[src/dssh_regs.svh]
// Constants for the dual spindle sync handshake
`ifndef DSSH_REGS_SVH
`define DSSH_REGS_SVH
`define DSSH_SPEED_W      16
`define DSSH_ERR_W        16
`define DSSH_PHASE_TIME_US 100
`define DSSH_CLK_MHZ      10
`define DSSH_PHASE_CYC    ((`DSSH_PHASE_TIME_US * `DSSH_CLK_MHZ) > 0 ? \
                           (`DSSH_PHASE_TIME_US * `DSSH_CLK_MHZ) : 1)
`define DSSH_SPD_TOL_RST  16'h0010
`define DSSH_PH_TOL_RST   16'h0008
`define DSSH_ALM_RST      16'h0100
`endif

[src/dssh_pkg.sv]
// Types for the dual spindle sync handshake
package dssh_pkg;
    typedef enum logic [1:0] {
        DSSH_OFF     = 2'b00,
        DSSH_SPEED   = 2'b01,
        DSSH_ALIGN   = 2'b10,
        DSSH_PHASED  = 2'b11
    } dssh_state_t;
endpackage

[src/dssh_sync_if.sv]
// Synchronised sequencer request bits passed to the core
`timescale 1ns/10ps
interface dssh_sync_if;
    logic [4:0] raw;
    logic [4:0] q;
    modport sync (input raw, output q);
    modport core (input q);
endinterface

[src/dssh_core.sv]
// Dual spindle speed/phase synchronisation handshake
// Contract
// Sync mode is entered while the mode request is 1 and left when it returns to 0.
// The phase-sync request is ignored unless the mode request is asserted.
// The sequencer raises phase-sync only after speed-sync-done was reported.
// A phase alignment starts on each rising edge of the phase-sync request; the core ignores a rise during an alignment or in the first cycle of mode.
// Phase relation is kept when the request falls; the next rise realigns.
// An integral-disable bit of 1 suppresses that spindle's integral action.
// The sequencer sets both integral-disable bits while spindles share a workpiece.
// Speed-sync-done rises in mode when both spindles are at speed within tolerance.
// Speed-sync-done clears when not at speed, out of tolerance, or mode off.
// Phase-sync-done rises when at speed, aligned, and error within phase tolerance.
// Phase-sync-done clears when not aligned, out of tolerance, or mode off.
// After sync took effect, the alarm rises when error exceeds the alarm threshold.
// The alarm is 0 with mode off or error at or below the threshold.
// Raising phase-sync drops speed-sync-done until alignment completes.
// The sequencer keeps rotation direction fixed while sync mode is active.
// Reset clears all three flags and treats both requests as deasserted.
`include "dssh_regs.svh"
`timescale 1ns/10ps
module dssh_core #(
    parameter int SPEED_W   = `DSSH_SPEED_W,
    parameter int ERR_W     = `DSSH_ERR_W,
    parameter int PHASE_CYC = `DSSH_PHASE_CYC
) (
    // Clock and reset
    input  wire logic               CLK,
    input  wire logic               RESET,
    // Sequencer request pins
    input  wire logic               SYNC_MODE_REQUEST,
    input  wire logic               PHASE_SYNC_REQUEST,
    input  wire logic               INTEGRAL_DISABLE_FIRST,
    input  wire logic               INTEGRAL_DISABLE_SECOND,
    input  wire logic               FORWARD_ROTATE_CMD,
    // Spindle measurements, same clock domain
    input  wire logic [SPEED_W-1:0] SPEED_CMD,
    input  wire logic [SPEED_W-1:0] SPEED_FIRST,
    input  wire logic [SPEED_W-1:0] SPEED_SECOND,
    input  wire logic [ERR_W-1:0]   ERR_PULSE_DIFF,
    // Thresholds
    input  wire logic [SPEED_W-1:0] SPEED_TOL,
    input  wire logic [ERR_W-1:0]   PHASE_TOL,
    input  wire logic [ERR_W-1:0]   ALARM_THRESH,
    // Status outputs
    output logic                    SPEED_SYNC_DONE,
    output logic                    PHASE_SYNC_DONE,
    output logic                    SYNC_ERROR_ALARM,
    // Servo control outputs
    output logic                    INTEGRAL_EN_FIRST,
    output logic                    INTEGRAL_EN_SECOND,
    output logic                    ALIGN_ACTIVE,
    output logic                    FORWARD_LATCHED
);
    import dssh_pkg::*;

    if (SPEED_W < 2 || ERR_W < 2) begin : g_bad_width
        $error("dssh_core: widths too small");
    end
    // Alignment counter is sixteen bits wide
    if (PHASE_CYC < 1 || PHASE_CYC > 65535) begin : g_bad_cyc
        $error("dssh_core: PHASE_CYC out of range");
    end

    dssh_sync_if sif ();
    assign sif.raw = {FORWARD_ROTATE_CMD, INTEGRAL_DISABLE_SECOND,
                      INTEGRAL_DISABLE_FIRST, PHASE_SYNC_REQUEST, SYNC_MODE_REQUEST};

    dssh_pin_sync #(.W(5)) u_sync (
        .clk   (CLK),
        .reset (RESET),
        .bus   (sif.sync)
    );

    logic mode_req, phase_req, intg_a, intg_b, fwd;
    assign mode_req  = sif.q[0];
    assign phase_req = sif.q[1];
    assign intg_a    = sif.q[2];
    assign intg_b    = sif.q[3];
    assign fwd       = sif.q[4];

    // Speed comparisons
    logic [SPEED_W-1:0] dev_a, dev_b, diff_ab;
    logic               at_speed, in_speed_tol, in_phase_tol, over_alarm;
    assign dev_a   = (SPEED_FIRST  > SPEED_CMD) ? SPEED_FIRST - SPEED_CMD
                                               : SPEED_CMD - SPEED_FIRST;
    assign dev_b   = (SPEED_SECOND > SPEED_CMD) ? SPEED_SECOND - SPEED_CMD
                                               : SPEED_CMD - SPEED_SECOND;
    assign diff_ab = (SPEED_FIRST > SPEED_SECOND) ? SPEED_FIRST - SPEED_SECOND
                                                  : SPEED_SECOND - SPEED_FIRST;
    // Reaching the command reuses the same tolerance window
    assign at_speed     = (dev_a <= SPEED_TOL) && (dev_b <= SPEED_TOL);
    assign in_speed_tol = diff_ab <= SPEED_TOL;
    assign in_phase_tol = ERR_PULSE_DIFF <= PHASE_TOL;
    assign over_alarm   = ERR_PULSE_DIFF > ALARM_THRESH;

    // Control state
    dssh_state_t        state, next_state;
    logic               phase_prev, next_phase_prev;
    logic [15:0]        align_cnt, next_align_cnt;
    logic               sync_effective, next_sync_effective;
    logic               spd_done, next_spd_done;
    logic               ph_done, next_ph_done;
    logic               alarm, next_alarm;
    logic               int_a, next_int_a;
    logic               int_b, next_int_b;
    logic               fwd_l, next_fwd_l;
    logic               align_q, next_align_q;
    logic               phase_rise;

    // Edge only counts in mode; level is ignored
    assign phase_rise = mode_req && phase_req && !phase_prev;

    always_comb begin
        next_state          = state;
        next_phase_prev     = phase_req;
        next_align_cnt      = align_cnt;
        next_sync_effective = sync_effective;
        unique case (state)
            DSSH_OFF: begin
                next_sync_effective = 1'b0;
                if (mode_req) next_state = DSSH_SPEED;
            end
            DSSH_SPEED, DSSH_PHASED: begin
                if (at_speed && in_speed_tol) next_sync_effective = 1'b1;
                if (phase_rise) begin
                    next_state     = DSSH_ALIGN;
                    next_align_cnt = 16'(PHASE_CYC - 1);
                end
            end
            DSSH_ALIGN: begin
                if (align_cnt != 16'h0000) next_align_cnt = align_cnt - 16'h0001;
                else if (in_phase_tol) next_state = DSSH_PHASED;
            end
        endcase
        if (!mode_req) next_state = DSSH_OFF;
    end

    always_comb begin
        // Speed-done drops during alignment, returns once phased
        next_spd_done = (state == DSSH_SPEED || state == DSSH_PHASED) && !phase_rise
                        && mode_req && at_speed && in_speed_tol;
        next_ph_done  = (state == DSSH_PHASED) && mode_req
                        && at_speed && in_phase_tol;
        next_alarm    = mode_req && sync_effective && over_alarm;
        next_int_a    = !intg_a;
        next_int_b    = !intg_b;
        // Direction frozen while in sync mode; sequencer must not change it
        next_fwd_l    = (state == DSSH_OFF) ? fwd : fwd_l;
        // Registered so the pin never shows a state decode glitch
        next_align_q  = (next_state == DSSH_ALIGN);
    end

    always_ff @(posedge CLK or posedge RESET) begin
        if (RESET) begin
            state          <= DSSH_OFF;
            phase_prev     <= 1'b0;
            align_cnt      <= 16'h0000;
            sync_effective <= 1'b0;
            spd_done       <= 1'b0;
            ph_done        <= 1'b0;
            alarm          <= 1'b0;
            int_a          <= 1'b1;
            int_b          <= 1'b1;
            fwd_l          <= 1'b0;
            align_q        <= 1'b0;
        end else begin
            state          <= next_state;
            phase_prev     <= next_phase_prev;
            align_cnt      <= next_align_cnt;
            sync_effective <= next_sync_effective;
            spd_done       <= next_spd_done;
            ph_done        <= next_ph_done;
            alarm          <= next_alarm;
            int_a          <= next_int_a;
            int_b          <= next_int_b;
            fwd_l          <= next_fwd_l;
            align_q        <= next_align_q;
        end
    end

    assign SPEED_SYNC_DONE    = spd_done;
    assign PHASE_SYNC_DONE    = ph_done;
    assign SYNC_ERROR_ALARM   = alarm;
    assign INTEGRAL_EN_FIRST  = int_a;
    assign INTEGRAL_EN_SECOND = int_b;
    assign ALIGN_ACTIVE       = align_q;
    assign FORWARD_LATCHED    = fwd_l;

    // Checks
    property p_mode_exit;
        @(posedge CLK) disable iff (RESET)
        !mode_req |=> state == DSSH_OFF;
    endproperty
    a_mode_exit: assert property (p_mode_exit) else $error("mode not left");

    property p_phase_ignored;
        @(posedge CLK) disable iff (RESET)
        (state == DSSH_SPEED && !mode_req) |=> state != DSSH_ALIGN;
    endproperty
    a_phase_ignored: assert property (p_phase_ignored) else $error("phase taken off mode");

    property p_rise_align;
        @(posedge CLK) disable iff (RESET)
        (state == DSSH_SPEED && phase_rise) |=> state == DSSH_ALIGN;
    endproperty
    a_rise_align: assert property (p_rise_align) else $error("no align on edge");

    property p_level_no_realign;
        @(posedge CLK) disable iff (RESET)
        (state == DSSH_PHASED && phase_prev && phase_req) |=> state != DSSH_ALIGN;
    endproperty
    a_level_no_realign: assert property (p_level_no_realign) else $error("level realigned");

    property p_integral;
        @(posedge CLK) disable iff (RESET)
        intg_a |=> !INTEGRAL_EN_FIRST;
    endproperty
    a_integral: assert property (p_integral) else $error("integral not off");

    property p_speed_clear;
        @(posedge CLK) disable iff (RESET)
        (!mode_req || !at_speed || !in_speed_tol) |=> !SPEED_SYNC_DONE;
    endproperty
    a_speed_clear: assert property (p_speed_clear) else $error("speed done held");

    property p_speed_set;
        @(posedge CLK) disable iff (RESET)
        (state == DSSH_SPEED && !phase_rise && mode_req && at_speed && in_speed_tol)
        |=> SPEED_SYNC_DONE;
    endproperty
    a_speed_set: assert property (p_speed_set) else $error("speed done missing");

    property p_rise_drop;
        @(posedge CLK) disable iff (RESET)
        (phase_rise && state != DSSH_ALIGN) |=> !SPEED_SYNC_DONE;
    endproperty
    a_rise_drop: assert property (p_rise_drop) else $error("speed done kept on rise");

    property p_phase_clear;
        @(posedge CLK) disable iff (RESET)
        (state != DSSH_PHASED || !in_phase_tol) |=> !PHASE_SYNC_DONE;
    endproperty
    a_phase_clear: assert property (p_phase_clear) else $error("phase done held");

    property p_align_drop;
        @(posedge CLK) disable iff (RESET)
        state == DSSH_ALIGN |=> !SPEED_SYNC_DONE;
    endproperty
    a_align_drop: assert property (p_align_drop) else $error("speed done in align");

    property p_alarm;
        @(posedge CLK) disable iff (RESET)
        (!mode_req || !over_alarm) |=> !SYNC_ERROR_ALARM;
    endproperty
    a_alarm: assert property (p_alarm) else $error("alarm wrongly set");

    property p_alarm_set;
        @(posedge CLK) disable iff (RESET)
        (mode_req && sync_effective && over_alarm) |=> SYNC_ERROR_ALARM;
    endproperty
    a_alarm_set: assert property (p_alarm_set) else $error("alarm missing");
endmodule

[src/dssh_pin_sync.sv]
// Three-stage pin synchroniser with agreement filter
`timescale 1ns/10ps
module dssh_pin_sync #(
    parameter int W = 5
) (
    input  wire logic clk,
    input  wire logic reset,
    dssh_sync_if.sync bus
);
    logic [W-1:0] s1, s2, s3, q;
    logic [W-1:0] next_q;
    // The carrier interface is fixed at five request bits
    if (W != 5) begin : g_bad_width
        $error("dssh_pin_sync: W must match the five-bit carrier");
    end
    // Output follows only once stages two and three agree
    always_comb begin
        for (int i = 0; i < W; i++) begin
            next_q[i] = (s2[i] == s3[i]) ? s3[i] : q[i];
        end
    end
    always_ff @(posedge clk or posedge reset) begin
        if (reset) begin
            s1 <= '0;
            s2 <= '0;
            s3 <= '0;
            q  <= '0;
        end else begin
            s1 <= bus.raw;
            s2 <= s1;
            s3 <= s2;
            q  <= next_q;
        end
    end
    assign bus.q = q;
endmodule

[config.mk]
export PLATFORM = sky130hd
export DESIGN_NAME = dssh_core
export DESIGN_NICKNAME = d
export VERILOG_FILES = /design/src/dssh_pkg.sv /design/src/dssh_sync_if.sv /design/src/dssh_core.sv /design/src/dssh_pin_sync.sv
export VERILOG_INCLUDE_DIRS = /design/src /design/src/src
export SDC_FILE = /design/constraint.sdc
export NUM_CORES = 1
export LEC_CHECK = 0
export BUFFER_PORTS_ARGS = -buffer_cell sky130_fd_sc_hd__buf_4
export CAP_MARGIN = 20
export CORE_ASPECT_RATIO = 0.5
export CORE_UTILIZATION = 36
export CTS_BUF_LIST = sky130_fd_sc_hd__clkbuf_16
export DETAILED_ROUTE_END_ITERATION = 10
export PLACE_DENSITY_LB_ADDON = 0.25
export SLEW_MARGIN = 20
export SYNTH_ARGS = -nofsm -noshare
export SYNTH_HDL_FRONTEND = slang
export SYNTH_SLANG_ARGS = --single-unit
[constraint.sdc]
create_clock -name CLK -period 3.2 [get_ports CLK]
set_input_delay 0.32 -clock CLK [delete_from_list [all_inputs] [get_ports CLK]]
set_output_delay 0.32 -clock CLK [all_outputs]
set_load 0.01 [all_outputs]
# [Word level (Yosys, flattened, before mapping)]
# Cells that the tools add are included.
[totals] reg_bits=47 latch_bits=0 ramBits=0 rom_bits=0 output_inout_bits=7 word_cells=84 n_memories=0
[classes] n_addsub=7 multipliers=0 div=0 n_lt_le_gt_ge=8 n_eq_ne=12 shift=0 muxes=13 bitwise=0 n_reduce_logical=25
[op_table] operator="16-bit subtractor" n=6
[op_table] operator="16-bit two-way mux" n=5
[op_table] operator="16-bit greater-than comparator" n=4
[op_table] operator="16-bit <= comparator" n=4
[op_table] operator="16-bit one-hot mux with 2 select lines" n=1
[op_table] operator="16-bit nonzero test" n=1
[op_table] operator="16-bit by 1-bit subtractor with 16-bit output (second input constant)" n=1
[op_table] operator="1-bit logical AND" n=13
[op_table] operator="2-bit two-way mux" n=4
[op_table] operator="2-bit == test (second input constant)" n=3
[op_table] operator="2-bit != test (second input constant)" n=3
[op_table] operator="2-bit one-hot mux with 3 select lines" n=1
[op_table] operator="1-bit == test" n=5
[op_table] operator="1-bit logical NOT" n=4
[op_table] operator="2-bit nonzero test" n=2
[op_table] operator="3-bit AND reduction" n=1
[op_table] operator="2-bit by 1-bit == test with 1-bit output (second input constant)" n=1
[op_table] operator="2-bit logical NOT" n=1
[op_table] operator="1-bit one-hot mux with 2 select lines" n=1
[op_table] operator="2-bit AND reduction" n=1
[op_table] operator="2-bit OR reduction" n=1
[op_table] operator="1-bit logical OR" n=1
[op_table] operator="1-bit two-way mux" n=1

# [Logic depth before layout (Yosys ltp)]
# Gate-level depths: netlist (run 1).
[logic_depth] ltp_word=7 mapped_depth=20 depth_no_buf=19

# [Hierarchy]
# Synthesis (run 1) repeated with hierarchy kept, for this count alone.
[hier_totals] hier_cells=1068 area_unflattened_um2=8391.8
[by_module_without_submodules] module="dssh_core" instances=1 cells_per_inst=1042 area_per_inst_um2=7831.3 seq_area_each_um2=678.2
[by_module_without_submodules] module="dssh_pin_sync" instances=1 cells_per_inst=26 area_per_inst_um2=560.5 seq_area_each_um2=500.5

# [Worst setup path after synthesis (run 1)]
# Ideal clock, no wire load.
[synth_timing] path_type="input -> register" start="in SPEED_FIRST[0]" end="reg spd_done, in the netlist SPEED_SYNC_DONE" setup_time_ns=0.105 t_arrival_ns=3.814 t_required_ns=3.095 setup_slack_ns=-0.719 stages=18 cell_sequence="inv_1 -> ha_1 -> inv_1 -> fa_1 -> a211oi_1 -> o211ai_1 -> and3_1 -> o21a_1 -> buf_2 -> mux2i_1 -> xnor2_1 -> ha_1 -> and3_1 -> a221o_1 -> a221oi_1 -> o21ai_0 -> a211o_1 -> nor4b_1"
[synth_between] elab_chain_cells=6
[synth_lines] element="from (decl)" line="dssh_core.sv:37" source="input wire logic [SPEED_W-1:0] SPEED_FIRST,"
[synth_lines] element="16-bit subtractor, or another cell as far along" line="dssh_core.sv:85" source=": SPEED_CMD - SPEED_FIRST;"
[synth_lines] element="16-bit two-way mux" line="dssh_core.sv:84" source="assign dev_a = (SPEED_FIRST > SPEED_CMD) ? SPEED_FIRST - SPEED_CMD"
[synth_lines] element="16-bit <= comparator" line="dssh_core.sv:91" source="assign at_speed = (dev_a <= SPEED_TOL) && (dev_b <= SPEED_TOL);"
[synth_lines] element="1-bit logical AND" line="dssh_core.sv:91"
[synth_lines] element="1-bit logical AND" line="dssh_core.sv:141" source="&& mode_req && at_speed && in_speed_tol;"
[synth_lines] element="1-bit logical AND (*)" line="dssh_core.sv:141"
[synth_lines] element="via next_spd_done" line="dssh_core.sv:101" source="logic spd_done, next_spd_done;"
[synth_lines] element="to (signal assigned)" line="dssh_core.sv:171" source="spd_done <= next_spd_done;"
[synth_lines] element="to (decl)" line="dssh_core.sv:101"
# The timed path passes the listed nets; every way through them passes the cells marked *.
# A chain may end at the register's enable or synchronous reset.

# [Worst setup path in the final report (run 1)]
[layout_timing] start="in SPEED_CMD[1]" end="reg spd_done, in the netlist SPEED_SYNC_DONE"
[layout_between] elab_chain_cells=6
[layout_lines] element="from (decl)" line="dssh_core.sv:36" source="input wire logic [SPEED_W-1:0] SPEED_CMD,"
[layout_lines] element="16-bit subtractor, or another cell as far along" line="dssh_core.sv:85"
[layout_lines] element="16-bit two-way mux, on equally long branches" line="dssh_core.sv:84, dssh_core.sv:86"
[layout_lines] element="16-bit <= comparator" line="dssh_core.sv:91"
[layout_lines] element="1-bit logical AND (*)" line="dssh_core.sv:91"
[layout_lines] element="1-bit logical AND (*) (2 in series)" line="dssh_core.sv:141"
[layout_lines] element="via next_spd_done" line="dssh_core.sv:101"
# Marks and branches as above.

==> results of run 1 <==
worst paths after layout:
| path | start | endpoint | slack [ns] | cells past startpoint |
|---|---|---|---|---|
| setup / recovery | SPEED_CMD[1] | SPEED_SYNC_DONE$_DFF_PP0_ | -0.73 | 22 |
| hold / removal | RESET | u_sync.s1[1]$_DFF_PP0_ | 0.04 | 2 |
| setup reg to reg | align_cnt[6]$_DFFE_PP0P_ | align_cnt[13]$_DFFE_PP0P_ | 0.74 | 7 |
| hold reg to reg | u_sync.s1[4]$_DFF_PP0_ | u_sync.s2[4]$_DFF_PP0_ | 0.34 | 0 |
| max in group asynchronous | RESET | u_sync.s3[0]$_DFF_PP0_ | 2.68 | 3 |
| min in group CLK | INTEGRAL_DISABLE_SECOND | u_sync.s1[3]$_DFF_PP0_ | 0.14 | 1 |
per-stage QoR:
stage	utilization, %	hold WS, ns	cell area [um2]	std cells
after floorplan	-	0.331	8240	1037
after global placement	53.0	0.333	11600	1717
after detailed placement	53.0	0.336	11600	1717
after CTS	54.3	0.132	11900	1728
after global routing	57.0	0.0718	12500	1744
final	57.0	0.0370	12500	1744
Yosys cell counts (all sizes together) (22+ instances only):
cell type,number,area share [%]
nor2,68,3.1
nand2,51,2.4
xnor2,35,3.8
ha,174,27
a21oi,111,6.8
o21ai,69,4.3
clkbuf,29,1.4
inv,120,5.6
dfrtp,45,14
a21o,35,3.2
nor2b,22,1.7
nand4,23,1.9
per-layer routing:
metal / vias to the layer above / GRT usage [%] / part of all wire, % / wire length (um)
met2: 323 / 40.3 / 44 / 13100
met1: 4320 / 34.2 / 47 / 14000
li1: 4514 / - / - / -
met3: 48 / 3.97 / 7.9 / 2360
met5: - / 0 / 0 / 0
met4: 0 / 5.15 / 1.6 / 491
power by group:
part | switching, mW | internal (mW) | total [mW]
registers | 0.0652 | 0.670 | 0.735
logic | 1.23 | 1.29 | 2.52
clock network | 0.215 | 0.447 | 0.662
total | 1.51 | 2.40 | 3.91
worst max-delay path, cell delays in order:
cell and delay [ns]:
sky130_fd_sc_hd__buf_8 0.10, sky130_fd_sc_hd__clkinvlp_4 0.08, sky130_fd_sc_hd__buf_12 0.11, sky130_fd_sc_hd__buf_4 0.11
sky130_fd_sc_hd__fa_2 0.23, sky130_fd_sc_hd__nand3_2 0.08, sky130_fd_sc_hd__a211oi_2 0.21, sky130_fd_sc_hd__nor2_1 0.06
sky130_fd_sc_hd__buf_4 0.15, sky130_fd_sc_hd__o31ai_4 0.27, sky130_fd_sc_hd__buf_4 0.17, sky130_fd_sc_hd__buf_12 0.11
sky130_fd_sc_hd__mux2i_1 0.21, sky130_fd_sc_hd__xor2_1 0.21, sky130_fd_sc_hd__ha_1 0.27, sky130_fd_sc_hd__and4_1 0.19
sky130_fd_sc_hd__nand2_1 0.08, sky130_fd_sc_hd__nor2_2 0.04, sky130_fd_sc_hd__a211o_1 0.25, sky130_fd_sc_hd__o21a_1 0.23
sky130_fd_sc_hd__a211o_1 0.33, sky130_fd_sc_hd__nor4b_2 0.27
cell families (layout without fill, tap and decap cells):
logic type | Yosys count | in the layout | synth area share, %
AO/OA/AOI/OAI | 324 | 324 | 25.1
AND/OR/NAND/NOR | 247 | 247 | 15.5
adder cells (fa/ha/maj) | 185 | 185 | 28.9
buffers and inverters | 161 | 568 | 7.74
XOR/XNOR | 54 | 54 | 5.83
flip-flops | 47 | 47 | 14.5
multiplexers | 19 | 19 | 2.41
flip-flops by register name, summed over array words and instances (netlist names), 2 cells and up:
signal        count
state             2
u_sync.bus.q      5
u_sync.s3         5
u_sync.s1         5
u_sync.s2         5
align_cnt        16
layout make-up:
| cell class | instances | share of cell area, % |
|---|---|---|
| multi-input combinational | 829 | 54.6 |
| clock buffer | 5 | 1.00 |
| tap | 300 | 3.01 |
| sequential | 47 | 9.45 |
| inverter | 120 | 3.86 |
| timing repair buffer | 440 | 27.6 |
| clock inverter | 3 | 0.542 |
what timing repair did:
action	in CTS	in global routing
gates cloned	0	3
resized for setup	18	82
pin swaps	16	55
buffers inserted	3	12
setup endpoints to repair	3	3
==> flow_results.xml, run 1 <==
<?xml version="1.0" encoding="UTF-8"?>
<metrics>
  <group name="layout">
    <metric name="mostFrequentLayoutCells" unit="">424 x sky130_fd_sc_hd__buf_4, 150 x sky130_fd_sc_hd__ha_1, 108 x sky130_fd_sc_hd__inv_1, 104 x sky130_fd_sc_hd__a21oi_1, 65 x sky130_fd_sc_hd__nor2_1</metric>
    <metric name="fillerInstances" unit="">2032</metric>
    <metric name="area_growth" unit="%">53.7</metric>
    <metric name="antennaDiodeCount" unit="">0</metric>
    <metric name="post_route_cells_drive_above_1_share" unit="%">37.6</metric>
    <metric name="number_of_nets_at_the_end_of_the_flow" unit="">1742</metric>
    <metric name="layout.cells.most_common" unit="">sky130_fd_sc_hd__buf_4</metric>
    <metric name="seqCellArea" unit="mm2">0.00118</metric>
    <metric name="multi_input_comb_area" unit="mm2">0.00681</metric>
  </group>
  <group name="placed_design">
    <metric name="place_congestion" unit="">1.00</metric>
    <metric name="dp.final_hpwl" unit="um">25000</metric>
    <metric name="pre_cts_ws" unit="ns">-1.12</metric>
    <metric name="io_buffers" unit="">125</metric>
  </group>
  <group name="floorplanning">
    <metric name="floorplan.initialDensity" unit="%">37.1</metric>
    <metric name="die_y" unit="um">108</metric>
    <metric name="ios" unit="">126</metric>
    <metric name="rows" unit="">38</metric>
    <metric name="die_footprint" unit="mm2">0.0232</metric>
    <metric name="core_area" unit="mm2">0.0219</metric>
    <metric name="die_w" unit="um">214</metric>
  </group>
  <group name="route">
    <metric name="postRouteWirelength" unit="um">29900</metric>
    <metric name="initialDrtViolationCount" unit="">509</metric>
    <metric name="route.vias.total" unit="">9205</metric>
    <metric name="drtPass1Iterations" unit="">5</metric>
    <metric name="post-route-drc-count" unit="">0</metric>
    <metric name="drtAntennaViolNets" unit="">0</metric>
    <metric name="routed_wire_length_per_instance" unit="um">17.2</metric>
    <metric name="vias_per_cell" unit="">5.28</metric>
  </group>
  <group name="power">
    <metric name="design_power_total" unit="mW">3.91</metric>
    <metric name="pwr_density_cell" unit="mW/mm2">314</metric>
    <metric name="leakage" unit="nW">6.32</metric>
    <metric name="peak_supply_drop" unit="mV">0.322</metric>
  </group>
  <group name="timing">
    <metric name="tightestPinTransition" unit="ns">0.437</metric>
    <metric name="layout_setup_ws" unit="ns">-0.729</metric>
    <metric name="skew" unit="ns">0.00386</metric>
    <metric name="final-hold-violation-count" unit="">0</metric>
    <metric name="finalSetupViolCount" unit="">3</metric>
    <metric name="timing.final.max_slew_violations" unit="">0</metric>
    <metric name="rsz0062_at_grt" unit="">true</metric>
    <metric name="period_minus_slack" unit="ns">3.93</metric>
    <metric name="post-route-period-util" unit="%">123</metric>
    <metric name="max_freq" unit="MHz">255</metric>
    <metric name="slew_headroom" unit="%">70.5</metric>
    <metric name="fin_setup_tns" unit="ns">-2.07</metric>
  </group>
  <group name="global_routing">
    <metric name="grt_pass1_wl" unit="um">45400</metric>
    <metric name="grt_pass1_vias" unit="">8994</metric>
    <metric name="grt_start_max_net_pins" unit="">48</metric>
    <metric name="groute.usage.overall" unit="%">24.6</metric>
    <metric name="antenna_found_initial" unit="">0</metric>
    <metric name="global_route.overflow_total" unit="">0</metric>
  </group>
  <group name="synth">
    <metric name="async_reset_ff_share" unit="%">100</metric>
    <metric name="synth.ff_latch_count" unit="">47</metric>
    <metric name="synthesized_cell_area" unit="mm2">0.00812</metric>
    <metric name="synth-warning-count" unit="">0</metric>
    <metric name="postSynthAreaPerCell" unit="um2">7.83</metric>
    <metric name="postSynth.topFlopCell" unit="">sky130_fd_sc_hd__dfrtp_1</metric>
    <metric name="synth_cell_types" unit="">70</metric>
    <metric name="netlist_instances" unit="">1037</metric>
    <metric name="seq_area_frac_synth" unit="%">14.5</metric>
    <metric name="number_of_nets_in_the_synthesized_netlist" unit="">1336</metric>
    <metric name="synth-edff-count" unit="">0</metric>
  </group>
  <group name="status">
    <metric name="status" unit="">finished, violations left</metric>
    <metric name="failed_checks" unit="">setup timing</metric>
  </group>
  <group name="cts">
    <metric name="cts_tree" unit="">done</metric>
    <metric name="cts_sink_cnt" unit="">47</metric>
    <metric name="htreeDepth" unit="">2</metric>
    <metric name="cts_root_buf" unit="">sky130_fd_sc_hd__clkbuf_16</metric>
    <metric name="ctsHoldBuffers" unit="">0</metric>
    <metric name="clk_latency" unit="ns">0.28</metric>
    <metric name="cts.reportedPaths.clkPinSlew" unit="ns">0.06</metric>
    <metric name="cts_inserted_buffers" unit="">5</metric>
    <metric name="max-clock-path-buffers" unit="">2</metric>
  </group>
  <group name="worst_setup_path">
    <metric name="critical_path.startpoint_type" unit="">input pin</metric>
    <metric name="end_kind" unit="">register</metric>
    <metric name="arrival" unit="ns">4.12</metric>
    <metric name="category_of_the_critical_setup_timing_path" unit="">input pin to register</metric>
    <metric name="critical_path_required" unit="ns">3.39</metric>
    <metric name="cp_max_fo" unit="">5</metric>
  </group>
  <group name="job">
    <metric name="max_cap_violations" unit="">0</metric>
  </group>
  <group name="min_path">
    <metric name="hold_class" unit="">input pin to asynchronous set/reset pin</metric>
  </group>
</metrics>
No activity file was read; power rests on OpenSTA's default activity.
==> run 2: changes to the inputs <==
--- a/config.mk
+++ b/config.mk
@@ -13,6 +13,7 @@
 export CTS_BUF_LIST = sky130_fd_sc_hd__clkbuf_16
 export DETAILED_ROUTE_END_ITERATION = 10
 export PLACE_DENSITY_LB_ADDON = 0.25
+export SKIP_CTS_REPAIR_TIMING = 1
 export SLEW_MARGIN = 20
 export SYNTH_ARGS = -nofsm -noshare
 export SYNTH_HDL_FRONTEND = slang
==> constraint.sdc (replaced) <==
create_clock -name CLK -period 3.2 [get_ports CLK]
set_input_delay 0.64 -clock CLK [delete_from_list [all_inputs] [get_ports CLK]]
set_output_delay 0.64 -clock CLK [all_outputs]
set_load 0.01 [all_outputs]
==> run 2 against run 1 <==
- the run still ends with setup timing left
- sequential cell count unchanged
- wire length fell by 1.1%
- via count down 1.1%
- register-to-register slack barely moved
- final cell count up 0.34%
- sequential power about the same
- first-iteration DRC count rose by 29%
- hold slack better by 0.31 ns
- total power is 2.6% lower
- global-route usage increased by 0.42 points
- largest power group unchanged
- highest routed layer unchanged
==> flow_results.xml, run 2 (synthesis gave the netlist of run 1 again) <==
<?xml version="1.0" encoding="UTF-8"?>
<metrics>
  <group name="floorplanning">
    <metric name="ios" unit="">126</metric>
    <metric name="die_w" unit="um">214</metric>
    <metric name="floorplan.initialDensity" unit="%">37.1</metric>
    <metric name="core_area" unit="mm2">0.0219</metric>
    <metric name="die_footprint" unit="mm2">0.0232</metric>
    <metric name="die_y" unit="um">108</metric>
    <metric name="rows" unit="">38</metric>
  </group>
  <group name="timing">
    <metric name="post-route-period-util" unit="%">132</metric>
    <metric name="layout_setup_ws" unit="ns">-1.01</metric>
    <metric name="tightestPinTransition" unit="ns">0.937</metric>
    <metric name="skew" unit="ns">0.0126</metric>
    <metric name="final-hold-violation-count" unit="">0</metric>
    <metric name="timing.final.max_slew_violations" unit="">0</metric>
    <metric name="finalSetupViolCount" unit="">3</metric>
    <metric name="final.hold.worst_slack" unit="ns">0.348</metric>
    <metric name="rsz0062_at_grt" unit="">true</metric>
    <metric name="max_freq" unit="MHz">237</metric>
    <metric name="period_minus_slack" unit="ns">4.21</metric>
    <metric name="slew_headroom" unit="%">37.4</metric>
  </group>
  <group name="global_routing">
    <metric name="grt_start_max_net_pins" unit="">48</metric>
    <metric name="grt_busiest_layer" unit="">met2</metric>
    <metric name="global_route.usage.met3" unit="%">4.25</metric>
    <metric name="groute.usage.overall" unit="%">25.1</metric>
    <metric name="grt_pass1_vias" unit="">9047</metric>
    <metric name="gr-usage-met1" unit="%">35.2</metric>
    <metric name="grt_pass1_wl" unit="um">46200</metric>
    <metric name="antenna_found_initial" unit="">0</metric>
    <metric name="groute.layer.met2.usage" unit="%">40.6</metric>
    <metric name="global_route.overflow_total" unit="">0</metric>
  </group>
  <group name="cts">
    <metric name="cts_tree" unit="">done</metric>
    <metric name="cts_sink_cnt" unit="">47</metric>
    <metric name="cts_inserted_buffers" unit="">5</metric>
    <metric name="max-clock-path-buffers" unit="">2</metric>
    <metric name="htreeDepth" unit="">2</metric>
    <metric name="cts_root_buf" unit="">sky130_fd_sc_hd__clkbuf_16</metric>
    <metric name="clk_latency" unit="ns">0.29</metric>
    <metric name="cts.reportedPaths.clkPinSlew" unit="ns">0.07</metric>
  </group>
  <group name="route">
    <metric name="route.vias.total" unit="">9105</metric>
    <metric name="drtAntennaViolNets" unit="">0</metric>
    <metric name="routed_wire_length_per_instance" unit="um">16.9</metric>
    <metric name="drtPass1Iterations" unit="">5</metric>
    <metric name="post-route-drc-count" unit="">0</metric>
    <metric name="postRouteWirelength" unit="um">29600</metric>
    <metric name="initialDrtViolationCount" unit="">655</metric>
    <metric name="vias_per_cell" unit="">5.20</metric>
  </group>
  <group name="min_path">
    <metric name="hold_class" unit="">register to register</metric>
  </group>
  <group name="status">
    <metric name="status" unit="">finished, violations left</metric>
    <metric name="failed_checks" unit="">setup timing</metric>
  </group>
  <group name="placed_design">
    <metric name="place_congestion" unit="">0.979</metric>
    <metric name="instance_area_at_placement" unit="mm2">0.0117</metric>
    <metric name="dp.final_hpwl" unit="um">25300</metric>
    <metric name="io_buffers" unit="">125</metric>
    <metric name="dpl.cell_count" unit="">1733</metric>
  </group>
  <group name="layout">
    <metric name="stdcell_area" unit="mm2">0.0123</metric>
    <metric name="area_growth" unit="%">51.5</metric>
    <metric name="post_route_cells_drive_above_1_share" unit="%">36.7</metric>
    <metric name="finalNonFillerCells" unit="">1750</metric>
    <metric name="largest-register" unit="">align_cnt</metric>
    <metric name="number_of_nets_at_the_end_of_the_flow" unit="">1748</metric>
    <metric name="antennaDiodeCount" unit="">0</metric>
    <metric name="largest_register_ff_count" unit="">16</metric>
    <metric name="mostFrequentLayoutCells" unit="">439 x sky130_fd_sc_hd__buf_4, 158 x sky130_fd_sc_hd__ha_1, 110 x sky130_fd_sc_hd__inv_1, 106 x sky130_fd_sc_hd__a21oi_1, 66 x sky130_fd_sc_hd__nor2_1</metric>
    <metric name="layout.cells.most_common" unit="">sky130_fd_sc_hd__buf_4</metric>
  </group>
  <group name="power">
    <metric name="peak_supply_drop" unit="mV">0.339</metric>
    <metric name="pwr-share-comb" unit="%">65.5</metric>
    <metric name="p_sw" unit="mW">1.51</metric>
    <metric name="share_seq_of_total_power" unit="%">19.3</metric>
    <metric name="leakage" unit="nW">6.33</metric>
    <metric name="p_int" unit="mW">2.30</metric>
    <metric name="switching_share" unit="%">39.6</metric>
    <metric name="pwr_density_cell" unit="mW/mm2">310</metric>
    <metric name="clkPwrFrac" unit="%">15.2</metric>
  </group>
  <group name="worst_setup_path">
    <metric name="critical_path_required" unit="ns">3.40</metric>
    <metric name="critical_path.startpoint_type" unit="">input pin</metric>
    <metric name="arrival" unit="ns">4.42</metric>
    <metric name="cp_max_fo" unit="">10</metric>
    <metric name="end_kind" unit="">register</metric>
    <metric name="category_of_the_critical_setup_timing_path" unit="">input pin to register</metric>
  </group>
  <group name="job">
    <metric name="max_cap_violations" unit="">0</metric>
  </group>
</metrics>
## run 2: path summary, 6_finish.rpt
| check | cells after the start | from | slack, ns | end |
|---|---|---|---|---|
| max in group asynchronous | 2 | RESET | 2.05 | align_cnt[3]$_DFFE_PP0P_ |
| min in group asynchronous | 2 | RESET | 0.57 | u_sync.bus.q[4]$_DFFE_PP0N_ |
| hold reg to reg | 0 | u_sync.s1[1]$_DFF_PP0_ | 0.35 | u_sync.s2[1]$_DFF_PP0_ |
| setup reg to reg | 7 | align_cnt[6]$_DFFE_PP0P_ | 0.74 | align_cnt[11]$_DFFE_PP0P_ |
| hold / removal | 0 | u_sync.s1[1]$_DFF_PP0_ | 0.35 | u_sync.s2[1]$_DFF_PP0_ |
| setup / recovery | 19 | SPEED_CMD[14] | -1.01 | SPEED_SYNC_DONE$_DFF_PP0_ |
## run 2: stage by stage
| stage | setup TNS, ns | setup slack, ns | total power [mW] | util [%] |
|---|---|---|---|---|
| floorplan | -2.37 | -0.855 | 2.00 | - |
| global placement | -4.21 | -1.46 | 3.00 | 53.5 |
| detailed placement | -4.44 | -1.53 | 3.04 | 53.5 |
| CTS | -3.60 | -1.25 | 3.65 | 54.2 |
| global route | -3.30 | -1.12 | 4.09 | 56.2 |
| finish | -2.94 | -1.01 | 3.81 | 56.2 |
## run 2: area by class of cell
class | instances | area [um2]
Multi-Input combinational cell | 829 | 6680
Inverter | 120 | 475
Clock inverter | 3 | 41.3
Timing Repair Buffer | 446 | 3410
Clock buffer | 5 | 125
Fill cell | 2095 | 9580
Tap cell | 300 | 375
Sequential cell | 47 | 1180
## run 2: critical path, cell delays in order
cell	delay [ns]
sky130_fd_sc_hd__buf_4	0.12
sky130_fd_sc_hd__inv_1	0.16
sky130_fd_sc_hd__ha_2	0.36
sky130_fd_sc_hd__buf_4	0.16
sky130_fd_sc_hd__o21a_1	0.18
sky130_fd_sc_hd__nor2_2	0.15
sky130_fd_sc_hd__a211o_1	0.19
sky130_fd_sc_hd__o31ai_4	0.11
sky130_fd_sc_hd__buf_4	0.16
sky130_fd_sc_hd__clkbuf_16	0.16
sky130_fd_sc_hd__o31ai_1	0.35
sky130_fd_sc_hd__xnor2_1	0.23
sky130_fd_sc_hd__ha_1	0.31
sky130_fd_sc_hd__nand4_1	0.11
sky130_fd_sc_hd__nor2_1	0.07
sky130_fd_sc_hd__a211o_1	0.25
sky130_fd_sc_hd__o21a_1	0.22
sky130_fd_sc_hd__a211o_1	0.28
sky130_fd_sc_hd__nor4b_2	0.20
## run 2: power by group through the flow
stage / Clock (mW) / Combinational (mW) / Sequential, mW
floorplan: 0 / 1.27 / 0.730
detailed placement: 0 / 2.30 / 0.745
CTS: 0.591 / 2.32 / 0.736
global placement: 0 / 2.26 / 0.741
global route: 0.614 / 2.73 / 0.749
finish: 0.579 / 2.50 / 0.737
## run 2: layer usage
layer	share of wire, %	wire [um]	vias to the layer above
met3	7.1	2110	32
met5	0	0	-
met4	1.4	405	0
met1	48	14400	4254
li1	-	-	4500
met2	43	12700	319
